`config.mk`:
```
export PLATFORM = sky130hd
export DESIGN_NAME = blcb_exec
export DESIGN_NICKNAME = d
export VERILOG_FILES = /design/src/verilog/blcb_pkg.sv /design/src/verilog/blcb_decode.sv /design/src/verilog/blcb_exec.sv
export SDC_FILE = /design/constraint.sdc
export NUM_CORES = 1
export LEC_CHECK = 0
export BUFFER_PORTS_ARGS = -buffer_cell sky130_fd_sc_hd__buf_2
export CORE_ASPECT_RATIO = 0.6
export CORE_MARGIN = 3
export CORE_UTILIZATION = 30
export CTS_CLUSTER_SIZE = 28
export DETAILED_ROUTE_END_ITERATION = 10
export PLACE_DENSITY_LB_ADDON = 0.08
export SYNTH_ARGS = -nofsm -noshare
export SYNTH_HDL_FRONTEND = slang
export SYNTH_SLANG_ARGS = --single-unit
```
`constraint.sdc`:
```
create_clock -name mclk -period 2.75 [get_ports mclk]
set_input_delay 0.275 -clock mclk [delete_from_list [all_inputs] [get_ports mclk]]
set_output_delay 0.275 -clock mclk [all_outputs]
set_load 0.05 [all_outputs]
```
`src/verilog/blcb_pkg.sv`:
```
// Overview of operation
// - carry-and-bit sets carry to carry AND the addressed bit, 2 bytes, 2 cycles.
// - opcode 10110000 ands carry with the inverted bit, bit unchanged, 2 bytes, 2 cycles.
// - compare-jump steps pc by 3, then adds the signed last byte when operands differ.
// - compare-jump sets carry when dest is unsigned-below src, else clears it, no operand written.
// - compare-jump has four forms: acc/direct, acc/immediate, register/immediate, indirect/immediate.
// - every compare-jump form is three bytes and finishes in two cycles.
// - opcode 10111rrr compares working register rrr against immediate data.
// - opcode 1011011i compares the ram byte pointed to by pointer register i.
// - clear-accumulator zeroes the accumulator, flags untouched, 1 byte, 1 cycle.
// - clear-bit zeroes the carry or a direct bit, other flags untouched; bit form 2 bytes, 1 cycle.
// - the carry-and source is a directly addressed bit only.
`default_nettype none
package blcb_pkg;
  // opcodes and match masks
  localparam logic [7:0] OPC_AND_BIT = 8'h82;
  localparam logic [7:0] OPC_AND_NBIT = 8'hb0;
  localparam logic [7:0] OPC_CJ_A_IMM = 8'hb4;
  localparam logic [7:0] OPC_CJ_A_DIR = 8'hb5;
  localparam logic [7:0] OPC_CJ_IND = 8'hb6;
  localparam logic [7:0] MASK_CJ_IND = 8'hfe;
  localparam logic [7:0] OPC_CJ_REG = 8'hb8;
  localparam logic [7:0] MASK_CJ_REG = 8'hf8;
  localparam logic [7:0] OPC_ZERO_A = 8'he4;
  localparam logic [7:0] OPC_ZERO_C = 8'hc3;
  localparam logic [7:0] OPC_ZERO_BIT = 8'hc2;
  // instruction lengths in bytes, as pc steps
  localparam logic [15:0] LEN_1 = 16'h0001;
  localparam logic [15:0] LEN_2 = 16'h0002;
  localparam logic [15:0] LEN_3 = 16'h0003;
  // cycle counts
  localparam logic [1:0] CYC_1 = 2'h1;
  localparam logic [1:0] CYC_2 = 2'h2;
  // reset values
  localparam logic [15:0] PC_RST = 16'h0000;
  localparam logic [7:0] BYTE_RST = 8'h00;

  typedef enum logic [3:0] {
    K_NONE = 4'h0,
    K_AND_BIT = 4'h1,
    K_AND_NBIT = 4'h2,
    K_CJ_A_DIR = 4'h3,
    K_CJ_A_IMM = 4'h4,
    K_CJ_REG = 4'h5,
    K_CJ_IND = 4'h6,
    K_ZERO_A = 4'h7,
    K_ZERO_C = 4'h8,
    K_ZERO_BIT = 4'h9
  } blcb_kind_e;

  typedef enum logic [1:0] {
    ST_IDLE = 2'b01,
    ST_EXEC = 2'b10
  } blcb_state_e;

  typedef struct packed {
    logic [7:0] opcode;
    logic [7:0] op1;
    logic [7:0] op2;
  } blcb_instr_s;

  typedef struct packed {
    blcb_kind_e kind;
    logic [15:0] len;
    logic [1:0] cyc;
  } blcb_dec_s;

  typedef struct packed {
    logic bit_rd;
    logic byte_rd;
    logic indirect;
    logic [7:0] addr;
  } blcb_rdreq_s;

  typedef struct packed {
    logic we;
    logic [7:0] addr;
    logic val;
  } blcb_bitwr_s;
endpackage
`default_nettype wire

```
`src/verilog/blcb_decode.sv`:
```
`timescale 1ns/1ps
`default_nettype none
module blcb_decode (
  // raw opcode byte
  input wire logic [7:0] opcode,
  // decoded class, length and cycle count
  output wire blcb_pkg::blcb_dec_s dec
);
  // one match wire per instruction; masks keep each form unique
  wire logic m_and = opcode == blcb_pkg::OPC_AND_BIT;
  wire logic m_andn = opcode == blcb_pkg::OPC_AND_NBIT;
  wire logic m_cjd = opcode == blcb_pkg::OPC_CJ_A_DIR;
  wire logic m_cji = opcode == blcb_pkg::OPC_CJ_A_IMM;
  wire logic m_cjr = (opcode & blcb_pkg::MASK_CJ_REG)
    == blcb_pkg::OPC_CJ_REG;
  wire logic m_cjn = (opcode & blcb_pkg::MASK_CJ_IND)
    == blcb_pkg::OPC_CJ_IND;
  wire logic m_cla = opcode == blcb_pkg::OPC_ZERO_A;
  wire logic m_clc = opcode == blcb_pkg::OPC_ZERO_C;
  wire logic m_clb = opcode == blcb_pkg::OPC_ZERO_BIT;
  wire logic m_cj = m_cjd | m_cji | m_cjr | m_cjn;
  wire logic m_and_any = m_and | m_andn;

  // class select
  assign dec.kind = m_and ? blcb_pkg::K_AND_BIT :
                    m_andn ? blcb_pkg::K_AND_NBIT :
                    m_cjd ? blcb_pkg::K_CJ_A_DIR :
                    m_cji ? blcb_pkg::K_CJ_A_IMM :
                    m_cjr ? blcb_pkg::K_CJ_REG :
                    m_cjn ? blcb_pkg::K_CJ_IND :
                    m_cla ? blcb_pkg::K_ZERO_A :
                    m_clc ? blcb_pkg::K_ZERO_C :
                    m_clb ? blcb_pkg::K_ZERO_BIT : blcb_pkg::K_NONE;

  // byte length and cycle count of each class
  assign dec.len = m_cj ? blcb_pkg::LEN_3 :
                   (m_and_any | m_clb) ? blcb_pkg::LEN_2 :
                   blcb_pkg::LEN_1;
  assign dec.cyc = (m_cj | m_and_any) ? blcb_pkg::CYC_2 :
                   blcb_pkg::CYC_1;
endmodule
`default_nettype wire

```
`src/verilog/blcb_exec.sv`:
```
`timescale 1ns/1ps
`default_nettype none
module blcb_exec (
  // clock and reset
  input wire logic mclk,
  input wire logic srst,
  // instruction issue from the core
  input wire logic issue,
  input wire blcb_pkg::blcb_instr_s instr,
  input wire logic [15:0] pc_in,
  // architectural state presented by the core
  input wire logic [7:0] acc_in,
  input wire logic carry_in,
  input wire logic [7:0][7:0] wreg_in,
  // read answers, valid while a read request stands
  input wire logic bit_rd_data,
  input wire logic [7:0] byte_rd_data,
  // read request to the core
  output var blcb_pkg::blcb_rdreq_s rd_req_r,
  // status
  output var logic busy_r,
  output var logic done_r,
  output var logic illegal_r,
  // results, each valid with its write enable
  output var logic pc_we_r,
  output var logic [15:0] pc_out_r,
  output var logic acc_we_r,
  output var logic [7:0] acc_out_r,
  output var logic carry_we_r,
  output var logic carry_out_r,
  output var blcb_pkg::blcb_bitwr_s bit_wr_r
);
  blcb_pkg::blcb_dec_s dec;
  blcb_pkg::blcb_state_e state_r;
  blcb_pkg::blcb_kind_e kind_r;
  blcb_pkg::blcb_instr_s instr_r;
  logic [15:0] pc_base_r;
  logic [7:0] acc_l_r;
  logic [7:0] reg_l_r;
  logic carry_l_r;

  blcb_decode u_dec (
    .opcode(instr.opcode),
    .dec(dec)
  );

  // issue acceptance; a new issue while busy is ignored
  wire logic take = issue && (state_r == blcb_pkg::ST_IDLE);
  wire logic one_cyc = dec.cyc == blcb_pkg::CYC_1;
  wire logic in_exec = state_r == blcb_pkg::ST_EXEC;
  wire logic is_and = (dec.kind == blcb_pkg::K_AND_BIT) ||
                      (dec.kind == blcb_pkg::K_AND_NBIT);
  wire logic is_ind = dec.kind == blcb_pkg::K_CJ_IND;
  wire logic is_dir = dec.kind == blcb_pkg::K_CJ_A_DIR;
  wire logic [7:0] ptr_val = wreg_in[{2'b00, instr.opcode[0]}];

  // read request: the carry-and source is only ever a direct bit
  wire blcb_pkg::blcb_rdreq_s rdreq_nxt;
  assign rdreq_nxt.bit_rd = is_and;
  assign rdreq_nxt.byte_rd = is_dir | is_ind;
  assign rdreq_nxt.indirect = is_ind;
  assign rdreq_nxt.addr = is_ind ? ptr_val : instr.op1;

  // single-cycle clears; pc steps by the instruction length
  wire logic [15:0] pc_one_nxt = pc_in + dec.len;
  wire logic zero_a = dec.kind == blcb_pkg::K_ZERO_A;
  wire logic zero_c = dec.kind == blcb_pkg::K_ZERO_C;
  wire logic zero_b = dec.kind == blcb_pkg::K_ZERO_BIT;

  // compare operands; neither is ever written back
  wire logic [7:0] cj_dest =
    (kind_r == blcb_pkg::K_CJ_IND) ? byte_rd_data :
    (kind_r == blcb_pkg::K_CJ_REG) ? reg_l_r : acc_l_r;
  wire logic [7:0] cj_src =
    (kind_r == blcb_pkg::K_CJ_A_DIR) ? byte_rd_data : instr_r.op1;
  wire logic cj_ne = cj_dest != cj_src;
  wire logic cj_lt = cj_dest < cj_src;
  wire logic [15:0] rel_sext = {{8{instr_r.op2[7]}}, instr_r.op2};
  wire logic [15:0] pc_seq = pc_base_r + blcb_pkg::LEN_3;
  wire logic [15:0] pc_jmp = pc_seq + rel_sext;
  wire logic is_cj_r = (kind_r == blcb_pkg::K_CJ_A_DIR) ||
                       (kind_r == blcb_pkg::K_CJ_A_IMM) ||
                       (kind_r == blcb_pkg::K_CJ_REG) ||
                       (kind_r == blcb_pkg::K_CJ_IND);

  // second-cycle results
  wire logic and_src = (kind_r == blcb_pkg::K_AND_NBIT) ?
                       ~bit_rd_data : bit_rd_data;
  wire logic carry_ex_nxt = is_cj_r ? cj_lt :
                            (carry_l_r & and_src);
  wire logic [15:0] pc_ex_nxt = !is_cj_r ? pc_base_r + blcb_pkg::LEN_2 :
                                cj_ne ? pc_jmp : pc_seq;

  // sequencer and operand latches taken at issue
  always_ff @(posedge mclk) begin
    if (srst) begin
      state_r <= blcb_pkg::ST_IDLE;
      kind_r <= blcb_pkg::K_NONE;
      instr_r <= '0;
      pc_base_r <= blcb_pkg::PC_RST;
      acc_l_r <= blcb_pkg::BYTE_RST;
      reg_l_r <= blcb_pkg::BYTE_RST;
      carry_l_r <= 1'b0;
    end else if (take) begin
      state_r <= one_cyc ? blcb_pkg::ST_IDLE : blcb_pkg::ST_EXEC;
      kind_r <= dec.kind;
      instr_r <= instr;
      pc_base_r <= pc_in;
      acc_l_r <= acc_in;
      reg_l_r <= wreg_in[instr.opcode[2:0]];
      carry_l_r <= carry_in;
    end else if (in_exec) begin
      state_r <= blcb_pkg::ST_IDLE;
    end
  end

  // request and status flags
  always_ff @(posedge mclk) begin
    if (srst) begin
      rd_req_r <= '0;
      busy_r <= 1'b0;
      done_r <= 1'b0;
      illegal_r <= 1'b0;
    end else begin
      rd_req_r <= (take && !one_cyc) ? rdreq_nxt : '0;
      busy_r <= take && !one_cyc;
      done_r <= (take && one_cyc) || in_exec;
      illegal_r <= take && (dec.kind == blcb_pkg::K_NONE);
    end
  end

  // pc result, written on every completion
  always_ff @(posedge mclk) begin
    if (srst) begin
      pc_we_r <= 1'b0;
      pc_out_r <= blcb_pkg::PC_RST;
    end else begin
      pc_we_r <= (take && one_cyc) || in_exec;
      if (take && one_cyc) begin
        pc_out_r <= pc_one_nxt;
      end else if (in_exec) begin
        pc_out_r <= pc_ex_nxt;
      end
    end
  end

  // accumulator, carry and bit writes; flags not named stay untouched
  always_ff @(posedge mclk) begin
    if (srst) begin
      acc_we_r <= 1'b0;
      acc_out_r <= blcb_pkg::BYTE_RST;
      carry_we_r <= 1'b0;
      carry_out_r <= 1'b0;
      bit_wr_r <= '0;
    end else begin
      acc_we_r <= take && zero_a;
      acc_out_r <= blcb_pkg::BYTE_RST;
      carry_we_r <= (take && zero_c) || in_exec;
      carry_out_r <= in_exec ? carry_ex_nxt : 1'b0;
      bit_wr_r.we <= take && zero_b;
      bit_wr_r.addr <= instr.op1;
      bit_wr_r.val <= 1'b0;
    end
  end
endmodule
`default_nettype wire

```
# == Word level (Yosys, flattened, before mapping) ==
# Cells that the tools add are included.
# word_totals
in_bits,125
reg_bits,98
out_inout_bits,52
# op_classes
eq_ne,25
bitwise,11
reduce_logical,19
n_mux,29
order_cmp,3
n_addsub,4
# ops
operator,count
$mux 16,5
$eq 8x8->1 const B,7
$mux 8,7
$mux 4,9
$add 16x16->16,2
$add 16x2->16 const B,2
$bmux 8 s3,1
$eq 4x3->1 const B,5
$eq 4x2->1 const B,4
$mux 2,5
$eq 4x4->1 const B,2
$lt 8x8->1,1
$ne 8x8->1,1
$eq 7x7->1 const B,1
$logic_and 1x1->1,7
$or 1x1->1,7
$logic_or 1x1->1,6
$eq 5x5->1 const B,1
$eq 2x1->1 const B,2
$eq 4x1->1 const B,1
$logic_not 4->1,1
$lt 1x4->1 const B,1
$lt 3x4->1 const B,1
$reduce_bool 2->1,2
6 further kinds,10

# == Depth between registers and ports, before layout ==
# logic_depth
ltp_word,13
mapped_depth,14

# == By module ==
# A second synthesis with hierarchy kept.
# hier_totals
cells_unflattened,903
area_unflattened_um2,7231.9
# by_module_without_submodules
mod,seq_area_each_um2,cells_each,n_inst,area_per_inst_um2
blcb_exec,1941.9,857,1,6922.9
blcb_decode,0.0,46,1,309.0

# == Least setup slack after synthesis ==
# OpenSTA, ideal clock, no wires.
# synth_path
path_kind,register to register
start,reg kind_r[3]
end,reg pc_out_r[1]
arrival_ns,2.914
t_required_ns,2.619
path_stages_with_launch,13
n_path_buf,3
slack_ns,-0.295
cell_sequence,dfxtp_1 > clkbuf_1 > nor4bb_1 > clkbuf_1 > o21ai_0 > ha_1 > nand4_1 > or2_2 > clkbuf_1 > a211oi_1 > a211oi_1 > a211oi_1 > nor3_1
# synth_between
elab_chain_len,8
elab_cells_between_ends,15
cone_classes,5 x eq/ne; 7 x mux; 3 x reduce/logical
# synth_lines
item,line_no,text
start: declaration,blcb_exec.sv:35,blcb_pkg::blcb_kind_e kind_r;
start signal: assignment,blcb_exec.sv:98,kind_r <= blcb_pkg::K_NONE;
start signal: assignment,blcb_exec.sv:106,kind_r <= dec.kind;
$eq 4x3->1,"blcb_exec.sv:73, blcb_exec.sv:83",
$mux 8,blcb_exec.sv:73,(kind_r == blcb_pkg::K_CJ_REG) ? reg_l_r : acc_l_r;
$mux 8,blcb_exec.sv:72,(kind_r == blcb_pkg::K_CJ_IND) ? byte_rd_data :
$ne 8x8->1,blcb_exec.sv:76,wire logic cj_ne = cj_dest != cj_src;
$mux 16,blcb_exec.sv:92,cj_ne ? pc_jmp : pc_seq;
$mux 16 *,blcb_exec.sv:91,wire logic [15:0] pc_ex_nxt = !is_cj_r ? pc_base_r + blcb_pkg::LEN_2 :
$mux 16 *,blcb_exec.sv:141,end else if (in_exec) begin
$mux 16 *,blcb_exec.sv:139,if (take && one_cyc) begin
end signal: assignment,blcb_exec.sv:136,pc_out_r <= blcb_pkg::PC_RST;
end signal: assignment,blcb_exec.sv:140,pc_out_r <= pc_one_nxt;
end signal: assignment,blcb_exec.sv:142,pc_out_r <= pc_ex_nxt;
end: declaration,blcb_exec.sv:26,"output var logic [15:0] pc_out_r,"
# Mark *: on every way between the ends. The rest lies on a longest branch, timed or not. The select of a mux whose other input is x is not followed.
# A chain may end at the register's enable or synchronous reset.

# == Worst setup path after layout ==
# layout_path
start,reg kind_r[2]
end,reg pc_out_r[14]
# Same word-level chain as after synthesis.

==> summary.txt <==
Synth
  • Syn avg cell area: 7.815 um2
  • Sequential fraction of the synthesis area: 29.37%
  • Synth Cell Area: 6611 um2
  • Synth Warn #: 0
  • Post-synth EDFFs: 0
  • Area share of the largest cell type after synthesis: 29.37%
  • Yosys reg bits: 97
  • Async SR Flop Fraction: 0%
  • Count of cell types in the netlist: 66
  • Largest area contributor in the netlist: dfxtp_1
  • Cells after Synth: 846
  • Cells taking the most area after synthesis: dfxtp_1 29%, nand2_1 8.5%, a21oi_1 6.3%
  • Most used DFF post-synth: dfxtp_1

Power
  • Max rail drop VDD: 0.3140 mV
  • PwrDens: roughly 430 nW/um2
  • P_leak: approximately 4 nW
  • Total power: 0.004161 W

Timing
  • Final Max Slew Viols: 0
  • Final setup vio count: 13
  • Setup_tns: -1121 ps
  • Unrepaired setup endpoints after global routing: true
  • Clk_skew: 14.57 ps
  • Max Fclk: between 300 and 400 MHz
  • Final cycle utilization of the critical path: 106.5%
  • Tmin final: ~2900 ps
  • Final hold vios: 0
  • Worst slew pin tran: 669.2 ps
  • Hold WS: 148.6 ps
  • Worst slew margin: 55.38%
  • Worst Slack Setup Final: -179.7 ps

Outcome
  • Failing checks: setup timing
  • Status: finished with violations

Route
  • Drt total wl: 25.37 mm
  • Vias: 7047
  • Via density per instance: roughly 5
  • WL/cell: 18.22 um
  • Total iterations of the first detailed-routing run: 5
  • DRC errors left: 0
  • DRT iter0 DRCs: 610
  • Antenna viol nets, final: 0

Final layout
  • Most frequent cells in the layout: 167 x buf_2, 145 x nand2_1, 124 x buf_4
  • Commonest non-fill, non-tap cell in the layout: buf_2
  • Antenna diodes: 0
  • Layout net count: about 1300
  • Layout cells sized above 1: between 30% and 40%
  • Area Growth Syn to Fin: 45.16%

Critical path
  • Crit-path max FO: 8
  • Crit path cell chain: buf_6 -> buf_4 -> nor4bb_4 -> buf_4 -> clkbuf_16 -> nand2_1 -> o21ai_1 -> ha_1 -> nand4_1 -> or2_4 -> buf_6 -> buf_8 -> and3_1 -> mux2i_1 -> a21o_1 -> a21oi_1
  • Crit path buf inv count: 6
  • Startpoint types: register
  • Critical path's largest stage delay: 350 ps
  • Worst R2R Setup Slack: -180 ps
  • Critical path depth in cells: 16
  • CP endpoint kind: register
  • Slowest CP cell: or2_4
  • Critical Path RT: about 3000 ps
  • Worst R2R End: pc_out_r[14]
  • Reg2reg start: kind_r[2]
  • Reg2reg path depth: 16
  • Critical Path AT: 3180 ps
  • Crit-path leading delay family: simple AND/OR/NAND/NOR gates
  • Crit Path Class: reg -> reg

Min path
  • HP Class: in -> reg
  • Hold Crit Endpoint: acc_l_r[1]
  • Hold path start: acc_in[1]
  • Hold depth: 3

Floorplanning
  • CORE AREA: approximately 21000 um2
  • Die W: 197.7 um
  • Rows: 41
  • Die area: 23910 um2
  • Ports: approximately 180
  • Die height: 121.0 um
  • Initial Utilization: 30.98%

Clock network
  • Reg clk slew, reported paths: 80 ps
  • CTS tree: done
  • CTS H-Tree Depth: 3
  • Clock Latency Late Sink: 360 ps
  • # clock sinks: 97
  • CTS Hold Bufs: 0
  • CTS Buffer Depth: 2
  • Num CTS Buffers: 9
  • Clk root buf: clkbuf_16

Run
  • Max-Cap Viols: 0

Global route
  • GRT Total Usage: 20.96%
  • Total global routing overflow: 0
  • Vias in the first global route: around 6500
  • First-pass GRT wire length: 38.49 mm
  • Largest net degree at the start of global routing: 63
  • Initial antenna violation count: 0

Placement
  • RD Place Congestion: 0.8867
  • IO buf count: around 170
  • Post-DP HPWL: 19.50 mm
  • Pre-CTS setup slack: -350.6 ps
## logic make-up after synthesis
logic type,Yosys count,share of synthesized area [%]
multiplexers,46,8.497
flip-flops,97,29.37
AND/OR/NAND/NOR,332,23.49
other,1,0.05672
buffers and inverters,83,5.829
XOR/XNOR,48,6.359
AO/OA/AOI/OAI,206,19.93
adder cells (fa/ha/maj),33,6.472
## layout make-up
class	instances	area, um2
Clock buffer	10	250.2
Clock inverter	6	55.05
Fill cell	2192	11740
Inverter	18	67.56
Multi-Input combinational cell	674	4903
Sequential cell	97	1956
Tap cell	279	349.1
Timing Repair Buffer	308	2016
## worst register-to-register path: cells and delay by family (launching register included)
family	cells	cell delay, ps
simple gates	5	890
buf+inv	6	830
flops	1	340
compound gates	3	300
fa+ha+maj	1	300
mux	1	160
## layer usage
layer / global-route usage (%) / share of wire, %
met1: 36.84 / 58
met5: 0 / 0
met3: 4.550 / 6.9
met2: 24.58 / 34
met4: 2.871 / 0.52
## power breakdown
part           internal, W  leakage (nW)  switching, W
combinational     0.000546          3.17      0.000736
sequential         0.00148         0.801     0.0000695
clock             0.000688         0.151      0.000639
total              0.00272          4.12       0.00144
## registers in the layout, summed over array words and instances (netlist names)
signal and cells:
acc_l_r 8, acc_we_r 1, bit_wr_r 9, busy_r 1
carry_l_r 1, carry_out_r 1, carry_we_r 1, illegal_r 1
instr_r 16, kind_r 4, pc_base_r 16, pc_out_r 16
pc_we_r 1, rd_req_r 11, reg_l_r 8, state_r 2
## how the worst max path moves through the flow
stage	end	start	slack, ps
4_1_cts	pc_out_r[15]	pc_base_r[1]	-200
2_1_floorplan	pc_out_r[1]	kind_r[2]	-10
5_1_grt	pc_out_r[15]	pc_base_r[1]	-330
3_3_place_gp	pc_out_r[3]	kind_r[2]	-330
6_report	pc_out_r[14]	kind_r[2]	-180
3_5_place_dp	pc_out_r[10]	pc_base_r[1]	-350
## stage by stage
step	instance area [um2]	util, %	instances
2_1_floorplan	6684	-	854
3_3_place_gp	8467	39.68	1352
3_5_place_dp	8467	39.68	1352
4_1_cts	9214	43.18	1379
5_1_grt	9597	44.97	1392
6_report	9597	44.97	1392
## cells in the mapped netlist, types with 3 or more instances
master    number
a311oi_1       9
o21bai_1       5
buf_4         12
mux4_2         8
o221ai_1       4
clkbuf_1      35
nand2_1      150
a21oi_1       83
nor3_2         3
nand2b_1      14
nor4_1         4
nor3_1        11
a21o_1         6
and3_1         8
nand3_1       34
xnor2_1       28
a221oi_1       4
o22ai_1        7
ha_1          31
nand4_1        8
a211oi_1      15
nor2_1        64
nand3b_1       3
mux2i_1       37
inv_1         18
buf_2         17
a31oi_1       11
o211ai_1      10
dfxtp_1       97
xor2_1        20
o21ai_0       30
nor2b_1       14
## what timing repair did
action,4_1_cts,5_1_grt
pin swaps,32,39
gates cloned,1,2
resized for setup,76,52
setup endpoints to repair,16,17
buffers inserted,10,11
Note: power is estimated with default switching activity, not from simulation.
